[src/verilog/hdst_cfg.svh]
// descriptor constants for the single-tt hub descriptor block
// assumes inclusion by the block module only
`ifndef HDST_CFG_SVH
`define HDST_CFG_SVH

`define HDST_IF_LEN       8'h09
`define HDST_IF_TYPE      8'h04
`define HDST_IF_NUM       8'h00
`define HDST_IF_ALT       8'h00
`define HDST_IF_NUM_EP    8'h01
`define HDST_IF_CLASS     8'h09
`define HDST_IF_SUBCLASS  8'h00
`define HDST_IF_PROTOCOL  8'h00
`define HDST_IF_STRING    8'h00

`define HDST_EP_LEN       8'h07
`define HDST_EP_TYPE      8'h05
`define HDST_EP_ADDR      8'h81
`define HDST_EP_ATTR      8'h03
`define HDST_EP_MAXPKT    16'h0001
`define HDST_EP_INTERVAL  8'h0C

`define HDST_OS_LEN       8'h09
`define HDST_OS_TYPE      8'h07
`define HDST_OS_TOTAL     16'h0019
`define HDST_OS_NUM_IF    8'h01
`define HDST_OS_CFG_VAL   8'h01
`define HDST_OS_STRING    8'h00
`define HDST_ATTR_BUS     8'hA0
`define HDST_ATTR_SELF    8'hE0
`define HDST_ATTR_WAKE    5

`endif

[src/verilog/hdst_pkg.sv]
// types for the single-tt hub descriptor block
// assumes nothing beyond the constants header
package hdst_pkg;
    typedef enum logic [1:0] {
        HDST_DESC_IF    = 2'b00,
        HDST_DESC_EP    = 2'b01,
        HDST_DESC_OTHER = 2'b10
    } hdst_desc_e;

    typedef enum logic [0:0] {
        HDST_IDLE = 1'b0,
        HDST_SEND = 1'b1
    } hdst_state_e;
endpackage

[src/verilog/hdst_descriptor.sv]
// descriptor byte source for interface, status endpoint and other-speed
// assumes the control-pipe core issues requests and takes bytes on ready
`timescale 1ns/1ps
`include "hdst_cfg.svh"

// Functional notes
// - interface descriptor: nine bytes, type 04h, number and alternate zero
// - interface reports one endpoint besides endpoint zero
// - interface class 09h, subclass 00h, protocol 00h
// - interface string index is zero
// - status endpoint descriptor: seven bytes, type 05h, address 81h
// - endpoint attributes are 03h, interrupt data endpoint
// - endpoint maximum packet size is 0001h over two bytes
// - endpoint polling interval is 0Ch
// - other-speed configuration: nine bytes, type 07h
// - other-speed total length is 0019h over two bytes
// - other-speed reports one interface, configuration value one
// - other-speed configuration string index is zero
// - attributes always advertise remote wakeup
// - attributes A0h when bus powered, E0h when self powered
// - max power in 2 mA units, chosen by power source select
// - max power taken from stored power fields
module hdst_descriptor
    import hdst_pkg::*;
(
    // clock and reset
    input  wire logic        clk,
    input  wire logic        resetn,
    // request from control pipe
    input  wire logic        reqValid,
    input  wire logic [1:0]  reqDesc,
    input  wire logic [15:0] reqLength,
    output logic             reqReady,
    // power configuration
    input  wire logic        powerSourceSelect,
    input  wire logic [7:0]  busPoweredMaxCurrent,
    input  wire logic [7:0]  selfPoweredMaxCurrent,
    // byte stream out
    output logic             byteValid,
    output logic [7:0]       byteData,
    output logic             byteLast,
    input  wire logic        byteReady
);

    function automatic logic [7:0] descLen(input logic [1:0] d);
        case (d)
            HDST_DESC_IF:    descLen = `HDST_IF_LEN;
            HDST_DESC_EP:    descLen = `HDST_EP_LEN;
            HDST_DESC_OTHER: descLen = `HDST_OS_LEN;
            default:         descLen = 8'h00;
        endcase
    endfunction

    hdst_state_e state_r, state_nxt;
    logic [1:0]  desc_r, desc_nxt;
    logic [7:0]  idx_r, idx_nxt;
    logic [7:0]  end_r, end_nxt;
    logic [7:0]  data_r, data_nxt;
    logic [7:0]  attrByte;
    logic [7:0]  powerByte;
    logic [7:0]  romByte;
    logic [7:0]  fullLen;
    logic [7:0]  sendLen;
    logic        advance;
    // a literal cannot be part-selected, so the two-byte fields get names
    localparam logic [15:0] EP_MAX_PACKET = `HDST_EP_MAXPKT;
    localparam logic [15:0] OS_TOTAL_LEN  = `HDST_OS_TOTAL;

    // power fields are sampled live so a reload shows on the next read
    assign attrByte  = powerSourceSelect ? `HDST_ATTR_SELF
                                         : `HDST_ATTR_BUS;
    assign powerByte = powerSourceSelect ? selfPoweredMaxCurrent
                                         : busPoweredMaxCurrent;

    // byte table; index is the byte offset within the descriptor
    always_comb begin
        romByte = 8'h00;
        case (desc_nxt)
            HDST_DESC_IF: begin
                case (idx_nxt)
                    8'h00: romByte = `HDST_IF_LEN;
                    8'h01: romByte = `HDST_IF_TYPE;
                    8'h02: romByte = `HDST_IF_NUM;
                    8'h03: romByte = `HDST_IF_ALT;
                    8'h04: romByte = `HDST_IF_NUM_EP;
                    8'h05: romByte = `HDST_IF_CLASS;
                    8'h06: romByte = `HDST_IF_SUBCLASS;
                    8'h07: romByte = `HDST_IF_PROTOCOL;
                    8'h08: romByte = `HDST_IF_STRING;
                    default: romByte = 8'h00;
                endcase
            end
            HDST_DESC_EP: begin
                case (idx_nxt)
                    8'h00: romByte = `HDST_EP_LEN;
                    8'h01: romByte = `HDST_EP_TYPE;
                    8'h02: romByte = `HDST_EP_ADDR;
                    8'h03: romByte = `HDST_EP_ATTR;
                    8'h04: romByte = EP_MAX_PACKET[7:0];
                    8'h05: romByte = EP_MAX_PACKET[15:8];
                    8'h06: romByte = `HDST_EP_INTERVAL;
                    default: romByte = 8'h00;
                endcase
            end
            HDST_DESC_OTHER: begin
                case (idx_nxt)
                    8'h00: romByte = `HDST_OS_LEN;
                    8'h01: romByte = `HDST_OS_TYPE;
                    8'h02: romByte = OS_TOTAL_LEN[7:0];
                    8'h03: romByte = OS_TOTAL_LEN[15:8];
                    8'h04: romByte = `HDST_OS_NUM_IF;
                    8'h05: romByte = `HDST_OS_CFG_VAL;
                    8'h06: romByte = `HDST_OS_STRING;
                    8'h07: romByte = attrByte;
                    8'h08: romByte = powerByte;
                    default: romByte = 8'h00;
                endcase
            end
            default: romByte = 8'h00;
        endcase
    end

    assign fullLen = descLen(reqDesc);
    // zero-length or unknown requests still answer with nothing sent
    assign sendLen = (reqLength < {8'h00, fullLen}) ? reqLength[7:0]
                                                    : fullLen;
    assign advance = byteValid && byteReady;

    always_comb begin
        state_nxt = state_r;
        desc_nxt  = desc_r;
        idx_nxt   = idx_r;
        end_nxt   = end_r;
        case (state_r)
            HDST_IDLE: begin
                if (reqValid && sendLen != 8'h00) begin
                    state_nxt = HDST_SEND;
                    desc_nxt  = reqDesc;
                    idx_nxt   = 8'h00;
                    end_nxt   = sendLen - 8'h01;
                end
            end
            HDST_SEND: begin
                if (advance) begin
                    if (idx_r == end_r) begin
                        state_nxt = HDST_IDLE;
                    end else begin
                        idx_nxt = idx_r + 8'h01;
                    end
                end
            end
            default: state_nxt = HDST_IDLE;
        endcase
        data_nxt = romByte;
    end

    always_ff @(posedge clk) begin
        if (!resetn) begin
            state_r <= HDST_IDLE;
            desc_r  <= 2'b00;
            idx_r   <= 8'h00;
            end_r   <= 8'h00;
            data_r  <= 8'h00;
        end else begin
            state_r <= state_nxt;
            desc_r  <= desc_nxt;
            idx_r   <= idx_nxt;
            end_r   <= end_nxt;
            data_r  <= data_nxt;
        end
    end

    // handshake outputs combinational, data from flip-flops
    assign reqReady  = (state_r == HDST_IDLE);
    assign byteValid = (state_r == HDST_SEND);
    assign byteData  = data_r;
    assign byteLast  = byteValid && (idx_r == end_r);

    AST_TRUNCATE: assert property (
        @(posedge clk) disable iff (!resetn)
        (reqValid && reqReady && sendLen != 8'h00)
        |=> byteValid && end_r == $past(sendLen) - 8'h01)
        else $error("reply length not cut to request");
    AST_IF_HEAD: assert property (
        @(posedge clk) disable iff (!resetn)
        (reqValid && reqReady && reqDesc == HDST_DESC_IF
         && reqLength != 16'h0000)
        |=> byteValid && idx_r == 8'h00 && byteData == 8'h09)
        else $error("interface header bytes wrong");
    AST_IF_TYPE: assert property (
        @(posedge clk) disable iff (!resetn)
        (byteValid && desc_r == HDST_DESC_IF && idx_r == 8'h01)
        |-> byteData == 8'h04)
        else $error("interface type byte wrong");
    AST_IF_NUM: assert property (
        @(posedge clk) disable iff (!resetn)
        (byteValid && desc_r == HDST_DESC_IF
         && (idx_r == 8'h02 || idx_r == 8'h03))
        |-> byteData == 8'h00)
        else $error("interface number or alternate not zero");
    AST_IF_NUM_EP: assert property (
        @(posedge clk) disable iff (!resetn)
        (byteValid && desc_r == HDST_DESC_IF && idx_r == 8'h04)
        |-> byteData == 8'h01)
        else $error("interface endpoint count wrong");
    AST_IF_CLASS: assert property (
        @(posedge clk) disable iff (!resetn)
        (byteValid && desc_r == HDST_DESC_IF && idx_r == 8'h05)
        |-> byteData == 8'h09)
        else $error("interface class wrong");
    AST_IF_PROTO: assert property (
        @(posedge clk) disable iff (!resetn)
        (byteValid && desc_r == HDST_DESC_IF
         && (idx_r == 8'h06 || idx_r == 8'h07))
        |-> byteData == 8'h00)
        else $error("interface subclass or protocol wrong");
    AST_IF_LAST: assert property (
        @(posedge clk) disable iff (!resetn)
        (byteValid && byteLast && desc_r == HDST_DESC_IF
         && idx_r == 8'h08)
        |-> byteData == 8'h00)
        else $error("interface string index not zero");
    AST_EP_LEN: assert property (
        @(posedge clk) disable iff (!resetn)
        (byteValid && desc_r == HDST_DESC_EP && idx_r == 8'h00)
        |-> byteData == 8'h07)
        else $error("endpoint length wrong");
    AST_EP_TYPE: assert property (
        @(posedge clk) disable iff (!resetn)
        (byteValid && desc_r == HDST_DESC_EP && idx_r == 8'h01)
        |-> byteData == 8'h05)
        else $error("endpoint type wrong");
    AST_EP_ADDR: assert property (
        @(posedge clk) disable iff (!resetn)
        (byteValid && desc_r == HDST_DESC_EP && idx_r == 8'h02)
        |-> byteData == 8'h81)
        else $error("endpoint address wrong");
    AST_EP_ATTR: assert property (
        @(posedge clk) disable iff (!resetn)
        (byteValid && desc_r == HDST_DESC_EP && idx_r == 8'h03)
        |-> byteData == 8'h03)
        else $error("endpoint attributes wrong");
    AST_EP_PKT: assert property (
        @(posedge clk) disable iff (!resetn)
        (byteValid && desc_r == HDST_DESC_EP && idx_r == 8'h04)
        |-> byteData == 8'h01)
        else $error("max packet low byte wrong");
    AST_EP_PKT_HI: assert property (
        @(posedge clk) disable iff (!resetn)
        (byteValid && desc_r == HDST_DESC_EP && idx_r == 8'h05)
        |-> byteData == 8'h00)
        else $error("max packet high byte wrong");
    AST_EP_INT: assert property (
        @(posedge clk) disable iff (!resetn)
        (byteValid && desc_r == HDST_DESC_EP && idx_r == 8'h06)
        |-> byteData == 8'h0C && byteLast)
        else $error("polling interval wrong");
    AST_OS_LEN: assert property (
        @(posedge clk) disable iff (!resetn)
        (byteValid && desc_r == HDST_DESC_OTHER && idx_r == 8'h00)
        |-> byteData == 8'h09)
        else $error("other-speed length wrong");
    AST_OS_TYPE: assert property (
        @(posedge clk) disable iff (!resetn)
        (byteValid && desc_r == HDST_DESC_OTHER && idx_r == 8'h01)
        |-> byteData == 8'h07)
        else $error("other-speed type wrong");
    AST_OS_TOTAL: assert property (
        @(posedge clk) disable iff (!resetn)
        (byteValid && desc_r == HDST_DESC_OTHER && idx_r == 8'h02)
        |-> byteData == 8'h19)
        else $error("total length low byte wrong");
    AST_OS_TOTAL_HI: assert property (
        @(posedge clk) disable iff (!resetn)
        (byteValid && desc_r == HDST_DESC_OTHER && idx_r == 8'h03)
        |-> byteData == 8'h00)
        else $error("total length high byte wrong");
    AST_OS_COUNTS: assert property (
        @(posedge clk) disable iff (!resetn)
        (byteValid && desc_r == HDST_DESC_OTHER
         && (idx_r == 8'h04 || idx_r == 8'h05))
        |-> byteData == 8'h01)
        else $error("interface count or config value wrong");
    AST_OS_STRING: assert property (
        @(posedge clk) disable iff (!resetn)
        (byteValid && desc_r == HDST_DESC_OTHER && idx_r == 8'h06)
        |-> byteData == 8'h00)
        else $error("configuration string index not zero");
    AST_WAKE: assert property (
        @(posedge clk) disable iff (!resetn)
        (byteValid && desc_r == HDST_DESC_OTHER && idx_r == 8'h07)
        |-> byteData[`HDST_ATTR_WAKE])
        else $error("remote wakeup not advertised");
    AST_ATTR: assert property (
        @(posedge clk) disable iff (!resetn)
        (byteValid && desc_r == HDST_DESC_OTHER && idx_r == 8'h07
         && $stable(powerSourceSelect))
        |-> byteData == ($past(powerSourceSelect) ? 8'hE0 : 8'hA0))
        else $error("attributes byte wrong");
    AST_ATTR_ONLY: assert property (
        @(posedge clk) disable iff (!resetn)
        (byteValid && desc_r == HDST_DESC_OTHER && idx_r == 8'h07)
        |-> byteData == 8'hA0 || byteData == 8'hE0)
        else $error("attributes byte outside the two values");
    AST_POWER: assert property (
        @(posedge clk) disable iff (!resetn)
        (byteValid && desc_r == HDST_DESC_OTHER && idx_r == 8'h08
         && $stable(powerSourceSelect))
        |-> byteData == ($past(powerSourceSelect)
                         ? $past(selfPoweredMaxCurrent)
                         : $past(busPoweredMaxCurrent)))
        else $error("max power byte wrong");
    AST_HOLD: assert property (
        @(posedge clk) disable iff (!resetn)
        (byteValid && !byteReady)
        |=> byteValid && $stable(idx_r))
        else $error("byte dropped while consumer stalled");
    AST_END: assert property (
        @(posedge clk) disable iff (!resetn)
        (byteValid && byteReady && byteLast)
        |=> reqReady && !byteValid)
        else $error("reply did not end after last byte");
    AST_ZERO: assert property (
        @(posedge clk) disable iff (!resetn)
        (reqValid && reqReady && sendLen == 8'h00)
        |=> reqReady && !byteValid)
        else $error("empty reply sent bytes");

endmodule // hdst_descriptor

[config.mk]
export PLATFORM = sky130hd
export DESIGN_NAME = hdst_descriptor
export DESIGN_NICKNAME = d
export VERILOG_FILES = /design/src/verilog/hdst_pkg.sv /design/src/verilog/hdst_descriptor.sv
export VERILOG_INCLUDE_DIRS = /design/src /design/src/verilog
export SDC_FILE = /design/constraint.sdc
export NUM_CORES = 1
export LEC_CHECK = 0
export BUFFER_PORTS_ARGS = -buffer_cell sky130_fd_sc_hd__buf_2
export CORE_ASPECT_RATIO = 1.25
export CORE_MARGIN = 10
export CORE_UTILIZATION = 45
export DETAILED_ROUTE_END_ITERATION = 8
export GPL_TIMING_DRIVEN = 0
export PLACE_DENSITY = 0.81
export SETUP_SLACK_MARGIN = 0.2
export SLEW_MARGIN = 10
export SYNTH_ARGS = -nofsm -noshare
export SYNTH_HDL_FRONTEND = slang
export SYNTH_SLANG_ARGS = --single-unit
[constraint.sdc]
create_clock -name clk -period 5.5 [get_ports clk]
set_input_delay 0.275 -clock clk [delete_from_list [all_inputs] [get_ports clk]]
set_output_delay 0.275 -clock clk [all_outputs]
set_load 0.01 [all_outputs]
======== After elaboration in Yosys (flattened, before gate mapping) ========
Memories as Yosys holds them, arrays and structs flattened.
Cells that the tools add are included.
storage, ports and cells
  output and inout port bits .............. 11
  memories kept ........................... 1
  input port bits ......................... 39
  ROM bits ................................ 48
  register bits after elaboration ......... 27
  logic and storage cells ................. 52
operators by class
  mux-type cells .......................... 18
  reductions and logical operators ........ 11
  add/subtract/negate cells ............... 2
  equal/unequal tests ..................... 13
  magnitude comparators ................... 1
  bitwise gates (word level) .............. 1
memory list
  memory            words  bits a word  read ports  clocked after memory_dff  write ports  line                   source
  (name not given)  16     3            1           0                         0            hdst_descriptor.sv:80  case (idx_nxt)
operator list
  kind                 number
  $pmux 8 s6           2
  $mux 8               6
  $eq 8x3->1 const B   4
  $pmux 8 s3           1
  $eq 8x2->1 const B   2
  $lt 16x8->1          1
  $pmux 8 s2           1
  $add 8x1->8 const B  1
  $eq 8x1->1 const B   1
  $eq 8x4->1 const B   1
  $eq 8x8->1           1
  $logic_not 8->1      1
  $pmux 4 s2           1
  $reduce_bool 8->1    1
  $sub 8x1->8 const B  1
  $mux 7               1
  $eq 2x1->1 const B   2
  $eq 2x2->1 const B   2
  $logic_not 2->1      2
  $logic_not 4->1      1
  $mux 2               2
  $reduce_or 2->1      2
  $logic_and 1x1->1    3
  $mux 1               3
  other kinds (3)      3

======== Logic depth before layout (Yosys ltp) ========
Gate-level depths: netlist of the first run.
  depth after elaboration ................. 13
  mapped depth ............................ 18
  gate-level depth less buffers ........... 16

======== Least setup slack after synthesis of the first run ========
Ideal clock, no wire load.
  path kind ............................... input port to flip-flop
  start point ............................. input port reqDesc[0]
  end point ............................... register data_r[0] (netlist: byteData[0])
  stages on the path ...................... 17
  setup time .............................. 0.117 ns
  required time ........................... 5.383 ns
  path slack .............................. 2.083 ns
  arrival ................................. 3.301 ns
  buffers on the path ..................... 2
  path through ............................ nor2b_1 > inv_1 > ha_1 > a211oi_1 > nand4_1 > nor2_1 > mux2i_1 > ha_1 > nand2_1 > o311ai_2 > or2_1 > buf_4 > buf_2 > mux2i_1 > nand3_1 > nand3_1 > a22o_1
on the way
  cells in the longest elaborated chain, start to end .. 13
  elaborated cells on any way between the ends .. 32
  classes of those cells .................. order compare (1); eq/ne (12); mux (10); reduce/logical (8); memory (1)
RTL lines
  element                                               line                                           source
  start: declaration                                    hdst_descriptor.sv:31                          input wire logic [1:0] reqDesc,
  $eq 2x2->1 / $logic_not 2->1 (equally long branches)  hdst_descriptor.sv:46                          case (d)
  $reduce_or 2->1 (no source line)                      --
  $pmux 4 s2                                            hdst_descriptor.sv:46
  $lt 16x8->1                                           hdst_descriptor.sv:125                         assign sendLen = (reqLength < {8'h00, fullLen}) ? reqLength[7:0]
  $mux 8                                                hdst_descriptor.sv:125
  $reduce_bool 8->1                                     hdst_descriptor.sv:136                         if (reqValid && sendLen != 8'h00) begin
  $logic_and 1x1->1                                     hdst_descriptor.sv:136
  $mux 8                                                hdst_descriptor.sv:136
  $pmux 8 s2                                            hdst_descriptor.sv:134                         case (state_r)
  $eq 8x3->1 (on tied branches)                         hdst_descriptor.sv:106, hdst_descriptor.sv:94
  $reduce_or 2->1 (no source line)                      --
  $pmux 8 s6                                            hdst_descriptor.sv:106                         case (idx_nxt)
  $pmux 8 s3 *                                          hdst_descriptor.sv:78                          case (desc_nxt)
  end signal: assignment                                hdst_descriptor.sv:169                         data_r <= data_nxt;
  end: declaration                                      hdst_descriptor.sv:58                          logic [7:0] data_r, data_nxt;
Mark *: on every way between the ends. The rest lies on a longest branch, timed or not.
A chain may end at the register's enable or synchronous reset.

======== Worst setup path after layout of the first run ========
  start point ............................. input port reqDesc[0]
  end point ............................... register data_r[3] (netlist: byteData[3])
The elaborated chain is that of the path after synthesis.

==> summary.txt, run 1 <==
Clock net sink count -> 27
Routed length per instance -> 15.0 um
Peak supply drop -> 0.0889 mV
Multiplexer area fraction after synthesis -> 6.36%
Startpoint Class -> input pin
Core area -> 0.00413 mm2
First-pass GRT wire length -> 8870 um
Synth Cell Area -> 0.00193 mm2
Chip height -> 93.2 um
Average size of a mapped cell -> 7.71 um2
Synth Net Count -> 295
Initial antenna violation count -> 0
Number of fill cells in the layout -> 410
WHS -> 303 ps
Die ar. -> 0.00732 mm2
Final Setup Violations -> 0
Post-CTS Hold Buffers -> 0
Slew Viols, Final -> 0
Layout cells sized above 1 -> 23.8%
DR vias -> 2028
Crit-path max cell delay -> 430 ps
XOR/XNOR Fraction of Synth Area -> 5.45%
FMAX -> 249 MHz
Clock Latency Late Sink -> 280 ps
Min Tclk post-route -> 4010 ps
Pwr Density -> 193 mW/mm2
CP max stage cell -> nor2_1
Simple-gate share of the synthesized area -> 27.4%
1st-iter DRT viols -> 115
N_diodes -> 0
Worst Setup Slack, final -> 1490 ps
Yosys Warn Count -> 0
Period utilization -> 73.0%
Setup TNS Final -> 0 ps
Tightest Pin Transition -> 629 ps
Pre-Repair DR Iteration Count -> 4
Num CTS Buffers -> 3
RSZ-0062 raised after global routing -> no
Largest net degree at the start of global routing -> 15
Fin nets -> 349
CP max FO -> 8
CP cell instances -> buf_2 > nor2b_1 > inv_1 > ha_1 > a211oi_1 > nand4_1 > nor2_1 > mux2i_1 > ha_1 > nand2_1 > o311ai_2 > nor2_1 > o21bai_1 > nand3_1 > a21oi_1 > o2111a_1
TritonCTS clock tree -> built
Worst-path clk slew -> 90 ps
Busiest grt layer -> met2
Main combinational cell family by area after synthesis -> simple AND/OR/NAND/NOR gates
Num rows -> 26
CP required -> 5720 ps
Max_slew headroom -> 56.9%
Critical Path AT -> 4240 ps
Vias in the first global route -> 1991
Total power -> 441 uW
Seq cells post-synth -> 27
# H-tree levels -> 1
Gr usage total -> 14.3%
Run status -> finished, final reports clean
Synth Area in Adders -> 3.89%
Post-route ant nets -> 0
Grt met3 use -> 3.16%
Crit end category -> flop
Inst Count DP -> 355
Gpl congestion -> 0.900
Clock Skew -> 5.89 ps
Avg Vias per Cell -> 5.65
Compound-Gate Fraction of Synth Area -> 24.2%
Area grow syn2layout -> 18.7%
Place WS -> 1280 ps
CTS Buffer Depth -> 2
Post-CTS Setup Inserts -> 0
Sequential area share after synthesis -> 28.0%
DIE WIDTH -> 78.5 um
Number of I/O port buffers -> 49
Final hold violations -> 0
Initial Util -> 46.7%
Ys flop type -> dfxtp_1
Leak -> 0.000928 uW
I/O pin total -> 50
Number of max-cap violations -> 0
Crit path kind -> input pin to flop
Remaining global-route overflow -> 0
DRC viols -> 0
Total Wirelength -> 5370 um
Synth unique cells -> 50
Root buf cell -> clkbuf_8
Post-CTS sizing -> 0
Final Instance Count excl. Fillers -> 359
EDFF count, synth -> 0
Worst hold path type -> input pin to flop
Met1 GRT Util -> 15.2%
Met2 Use GR -> 26.0%
Synth Instances -> 250
Post-DP HPWL -> 4140 um
Asr flop ratio synth -> 0%
## layout make-up
cell class	instances	area [um2]	share of cell area (%)
multi-input combinational	205	1300	56.8
sequential	27	541	23.6
timing repair buffer	49	245	10.7
buffer	13	70.1	3.06
tap	56	70.1	3.06
clock buffer	4	45.0	1.97
inverter	5	18.8	0.820
## cells by family after synthesis
kind of cell	after synthesis
compound gates	66
xor+xnor	12
fa+ha+maj	6
buf+inv	18
flops	27
mux	12
simple gates	109
## metrics by stage
stage,instance area [um2],utilization (%)
2_1_floorplan,1930,-
4_1_cts,2290,55.4
6_report,2290,55.4
3_5_place_dp,2240,54.3
3_3_place_gp,2240,54.3
5_1_grt,2290,55.4
## path summary, 6_finish.rpt
| path | depth (start not counted) | to | slack (ps) | startpoint |
|---|---|---|---|---|
| max | 16 | byteData[3] | 1490 | reqDesc[0] |
| min | 3 | desc_r[0] | 300 | reqDesc[0] |
| max reg2reg | 9 | byteData[1] | 2860 | idx_r[1] |
| min reg2reg | 2 | end_r[3] | 470 | end_r[3] |
## flip-flops by register name, indices dropped and copies added, names as in the netlist
name       count
idx_r          8
byteValid      1
byteData       8
desc_r         2
end_r          8
## metal layers
layer	up-vias	share of wire (%)	wire length, um
li1	1010	-	-
met1	924	41	2200
met2	81	50	2670
met3	13	6.3	340
met4	0	2.9	154
met5	-	0	0
## power breakdown
part / switching [uW] / internal, uW / total, uW / leakage, uW
logic: 65.7 / 47.3 / 113 / 0.000685
clock network: 65.9 / 52.1 / 118 / 0.0000228
registers: 5.71 / 205 / 210 / 0.000220
total: 137 / 304 / 441 / 0.000928
## cells in the mapped netlist (all sizes together), types with 4 or more instances
library cell	number	area share (%)
a211oi	4	1.6
a21oi	16	4.2
and2	5	1.6
and3	5	1.6
buf	10	3.1
dfxtp	27	28
ha	6	3.9
inv	4	0.78
mux2i	10	5.2
nand2	24	4.7
nand2b	4	1.3
nand3	13	3.4
nand4	5	1.6
nor2	30	5.8
nor2b	4	1.3
nor3	6	1.6
o21ai	18	4.9
o22ai	4	1.3
o2bb2ai	4	1.8
or2	4	1.3
xnor2	12	5.5
## critical path: cells and delay by family
family / cells / cell delay, ps
muxes: 1 / 410
buffers and inverters: 2 / 290
adders and majority gates: 2 / 470
AOI/OAI and AO/OA: 5 / 1490
and+or+nand+nor: 6 / 1320
## placed cells by master (no fill, tap or decap), types with 4 or more instances in the layout
master     netlist  layout
nor3_1           6       6
inv_1            4       4
nand3_1         13      13
nand4_1          5       5
mux2i_1         10      10
o2bb2ai_1        4       4
dfxtp_1         27      27
nor2_1          30      30
a21oi_1         16      16
o22ai_1          4       4
o21ai_0         11      11
o21ai_1          6       6
and3_1           5       5
buf_2            8      57
nand2b_1         4       4
ha_1             6       6
clkbuf_1         3       4
xnor2_1         12      12
a211oi_1         4       4
nor2b_1          4       4
nand2_1         24      24
and2_1           5       5
No activity file was read; power rests on OpenSTA's default activity.
==> run 2, diff against run 1 <==
- clock period: 5.5 -> 4 ns (I/O delays scaled with it)
==> run 2 against run 1 <==
Clock power grew 36%. Critical path type unchanged. Via count shrank 0.74%. Cell area grew 3.7%. Register-to-register slack lost 1500 ps. Critical path depth grew 2.
==> summary.txt, run 2 (synthesized netlist as in run 1, its figures left out) <==
Most frequent cells in the layout -> buf_2 (56), nor2_1 (28), dfxtp_1 (27)
Pwr Density -> 257 mW/mm2
Most common cell after layout, fill and taps aside -> buf_2
Combinational fraction of design power -> 26.4%
Worst R2R Setup Slack -> 1330 ps
Internal power -> 421 uW
CP required -> 4230 ps
# H-tree levels -> 1
I/O pin total -> 50
Layout cells sized above 1 -> 26.9%
Clock net sink count -> 27
NetSw -> 189 uW
CP max FO -> 10
Peak supply drop -> 0.131 mV
Routed length per instance -> 14.8 um
Fin nets -> 354
1st-iter DRT viols -> 132
Multi-input logic area -> 0.00134 mm2
Remaining global-route overflow -> 0
Place WS -> -147 ps
Reg area -> 541 um2
Total Wirelength -> 5400 um
Pre-Repair DR Iteration Count -> 4
Clock power frac -> 26.2%
First-pass GRT wire length -> 8870 um
CTS Buffer Depth -> 2
Gr usage total -> 14.3%
CP cell instances -> buf_2 > nor2b_1 > inv_1 > ha_1 > a211oi_2 > nand4_1 > nor2_4 > mux2i_4 > ha_1 > nand2_1 > o311ai_4 > or2_1 > buf_4 > clkbuf_4 > mux2i_1 > nand3_1 > nand3_1 > a22o_1
Share of power burned in registers -> 47.4%
Slew Viols, Final -> 0
Core area -> 0.00413 mm2
Area grow syn2layout -> 23.1%
Reg2Reg Depth -> 9
DRC viols -> 0
Final Setup Violations -> 0
Leak -> 0.000965 uW
Root buf cell -> clkbuf_8
Die ar. -> 0.00732 mm2
Clock Skew -> 1.93 ps
Hold Path Stages -> 3
Post-CTS Hold Buffers -> 0
Num rows -> 26
Worst hold path type -> input pin to flop
Number of I/O port buffers -> 49
Startpoint Class -> input pin
Worst Setup Slack, final -> 509 ps
Sw frac -> 31.0%
Run status -> finished, final reports clean
Num CTS Buffers -> 3
Crit path kind -> input pin to flop
Clock Latency Late Sink -> 280 ps
Number of fill cells in the layout -> 395
Period utilization -> 87.3%
Worst-path clk slew -> 90 ps
CP max stage cell -> o311ai_4
Max_slew headroom -> 57.7%
Post-DP HPWL -> 4140 um
Chip height -> 93.2 um
RSZ-0062 raised after global routing -> no
N_diodes -> 0
Post-route ant nets -> 0
FMAX -> 286 MHz
Crit-path max cell delay -> 320 ps
Min Tclk post-route -> 3490 ps
Tightest Pin Transition -> 617 ps
Crit end category -> flop
DIE WIDTH -> 78.5 um
Critical Path AT -> 3720 ps
Number of max-cap violations -> 0
DR vias -> 2013
Total power -> 610 uW
Largest net degree at the start of global routing -> 15
Gpl congestion -> 0.900
TritonCTS clock tree -> built
WHS -> 221 ps
Initial Util -> 46.7%
Initial antenna violation count -> 0
Final hold violations -> 0
Avg Vias per Cell -> 5.53
Vias in the first global route -> 1991
-- run 2: worst max-delay path, delay by kind of cell --
| kind | cells | cell delay (ps) |
|---|---|---|
| muxes | 2 | 560 |
| buffers and inverters | 4 | 660 |
| and+or+nand+nor | 7 | 1150 |
| adders and majority gates | 2 | 440 |
| AOI/OAI and AO/OA | 3 | 690 |
-- run 2: metrics by stage --
stage,setup TNS (ps),area [um2],util [%],std cells
floorplan,0,1930,-,250
global placement,-48.0,2240,54.3,355
detailed placement,-634,2240,54.3,355
CTS,0,2290,55.5,359
global route,0,2370,57.5,364
finish,0,2370,57.5,364
-- run 2: worst paths after layout --
check,startpoint,to
hold / removal,reqDesc[0],desc_r[0]
setup reg to reg,idx_r[1],byteData[1]
setup / recovery,reqDesc[0],byteData[0]
hold reg to reg,end_r[3],end_r[3]
-- run 2: cell type report --
cell class / count / share of cell area [%]
clock buffers: 4 / 1.90
repair buffers: 54 / 11.9
multi-input cells: 205 / 56.6
plain buffers: 13 / 3.06
well taps: 56 / 2.95
inverters: 5 / 0.791
flip-flops and latches: 27 / 22.8
-- run 2: routing by layer --
metal  up-vias  global-route usage (%)  share of wire [%]
met1       913                    15.2                 40
met3        12                    3.16                6.0
met5         -                       0                  0
met2        68                    26.0                 51
li1       1020                       -                  -
met4         0                    7.04                2.8
-- run 2: power by group through the flow --
stage / Clock [uW] / Sequential, uW / Combinational, uW
after global placement: 0 / 295 / 150
after floorplan: 0 / 297 / 97.4
after global routing: 164 / 292 / 178
final: 160 / 289 / 161
after CTS: 163 / 289 / 154
after detailed placement: 0 / 296 / 153
-- run 2: what timing repair did --
action,4_1_cts,5_1_grt
setup endpoints to repair,3,21
resized for setup,1,9
gates cloned,0,0
buffers inserted,0,5
pin swaps,0,2
==> run 3, diff against run 2 <==
- CORE_ASPECT_RATIO: 1.25 -> 0.8
- SKIP_CTS_REPAIR_TIMING: not set -> 1
==> run 3 against run 2 <==
Sequential cell count is the same. Final cell count shrank 0.55%. Largest power group unchanged. Global-route usage grew 0.078 points. Setup slack lost 150 ps. Non-clock buffer count shrank 3. Clock-buffer cell count is the same. Largest cell class unchanged. Critical path type unchanged.
==> summary.txt, run 3 (synthesized netlist as in run 1, its figures left out) <==
Run status -> finished, final reports clean
Gpl congestion -> 0.869
Number of I/O port buffers -> 49
Root buf cell -> clkbuf_8
CP required -> 4180 ps
Most frequent cells in the layout -> buf_2 (56), nor2_1 (28), dfxtp_1 (27)
Gr usage total -> 14.4%
M1 wire length -> 2530 um
I/O pin total -> 50
Die ar. -> 0.00732 mm2
Peak supply drop -> 0.148 mV
Min Tclk post-route -> 3650 ps
Final Instance Count excl. Fillers -> 362
N_diodes -> 0
Crit path kind -> input pin to flop
Fin nets -> 351
DR vias -> 2087
Avg Vias per Cell -> 5.77
DIE WIDTH -> 93.2 um
TritonCTS clock tree -> built
Pwr Density -> 261 mW/mm2
Setup TNS Final -> 0 ps
Post-route ant nets -> 0
Tightest Pin Transition -> 610 ps
Startpoint Class -> input pin
DP Area -> 0.00224 mm2
Post-DP HPWL -> 4220 um
# H-tree levels -> 1
Core area -> 0.00415 mm2
Num CTS Buffers -> 3
FMAX -> 274 MHz
Largest net degree at the start of global routing -> 15
Vias in the first global route -> 1983
Total Wirelength -> 5550 um
Post-route cell area -> 0.00235 mm2
1st-iter DRT viols -> 142
Max layer used -> met4
Remaining global-route overflow -> 0
Inst Count DP -> 356
Final Setup Violations -> 0
CP max FO -> 8
Clock net sink count -> 27
Critical Path AT -> 3820 ps
Chip height -> 78.5 um
Worst hold path type -> input pin to flop
Number of max-cap violations -> 0
CP max stage cell -> o311ai_4
Area grow syn2layout -> 21.8%
Delay-heaviest family, CP -> simple AND/OR/NAND/NOR gates
Met2 wire len -> 2480 um
Final hold violations -> 0
Layout cells sized above 1 -> 26.2%
Pre-Repair DR Iteration Count -> 4
RSZ-0062 raised after global routing -> no
Routed length per instance -> 15.3 um
Period utilization -> 91.1%
Max_slew headroom -> 58.2%
Clock Latency Late Sink -> 280 ps
Crit-path max cell delay -> 410 ps
Initial antenna violation count -> 0
Num rows -> 21
First-pass GRT wire length -> 8960 um
DRC viols -> 0
Clock Skew -> 1.76 ps
CP Buf/Inv Count -> 3
Slew Viols, Final -> 0
CP cell instances -> buf_2 > nor2b_2 > inv_1 > ha_1 > a211oi_1 > nand4_1 > nor2_4 > mux2i_4 > ha_2 > nand2_1 > o311ai_4 > or2_1 > buf_4 > o21ai_1 > nand2_1 > o22ai_1 > a22o_1
Crit-path most repeated cell -> nand2_1
Leak -> 0.000941 uW
Initial Util -> 46.4%
CTS Buffer Depth -> 2
Met3 wire length -> 475 um
Worst-path clk slew -> 90 ps
Crit end category -> flop
Most common cell after layout, fill and taps aside -> buf_2
## run 3: cell count changes in the layout (fill, tap and decap cells not counted), sizes merged
cell    before  now
buf         63   61
clkbuf       8    7
## run 3: metrics by stage
stage / power (uW) / utilization, % / hold WS [ps] / worst slack, ps
after floorplan: 395 / - / 336 / 658
after global placement: 446 / 54.1 / 455 / -93.6
after detailed placement: 449 / 54.1 / 465 / -129
after CTS: 603 / 55.2 / 234 / 117
after global routing: 643 / 56.6 / 250 / 144
final: 613 / 56.6 / 243 / 354
## run 3: layer usage
metal	global-route usage, %	vias to the layer above
li1	-	1016
met1	18.8	962
met2	22.2	103
met3	4.37	6
met4	4.31	0
met5	0	-
## run 3: power by group
group	switching (uW)	total (uW)	leakage, uW	internal (uW)
Combinational	94.7	162	0.000698	67.5
Clock	88.8	160	0.0000228	71.6
Sequential	8.99	291	0.000220	282
## run 3: area by class of cell
type	count	area (um2)
clock buffers	4	45.0
well taps	57	71.3
multi-input cells	205	1340
flip-flops and latches	27	541
fillers	409	1800
repair buffers	51	260
plain buffers	13	72.6
inverters	5	18.8
## run 3: worst register-to-register path: cells and delay by family (launching register included)
family | cells | cell delay (ps)
AO/OA/AOI/OAI | 4 | 1240
AND/OR/NAND/NOR | 3 | 750
flip-flops | 1 | 340
buffers and inverters | 1 | 210
XOR/XNOR | 1 | 140
## run 3: final timing paths
check,from,endpoint,slack [ps],cells past startpoint
min reg2reg,end_r[4],end_r[4],480,2
max,reqDesc[0],byteData[0],350,17
max reg2reg,idx_r[0],byteData[6],1280,9
min,reqDesc[0],desc_r[0],240,3
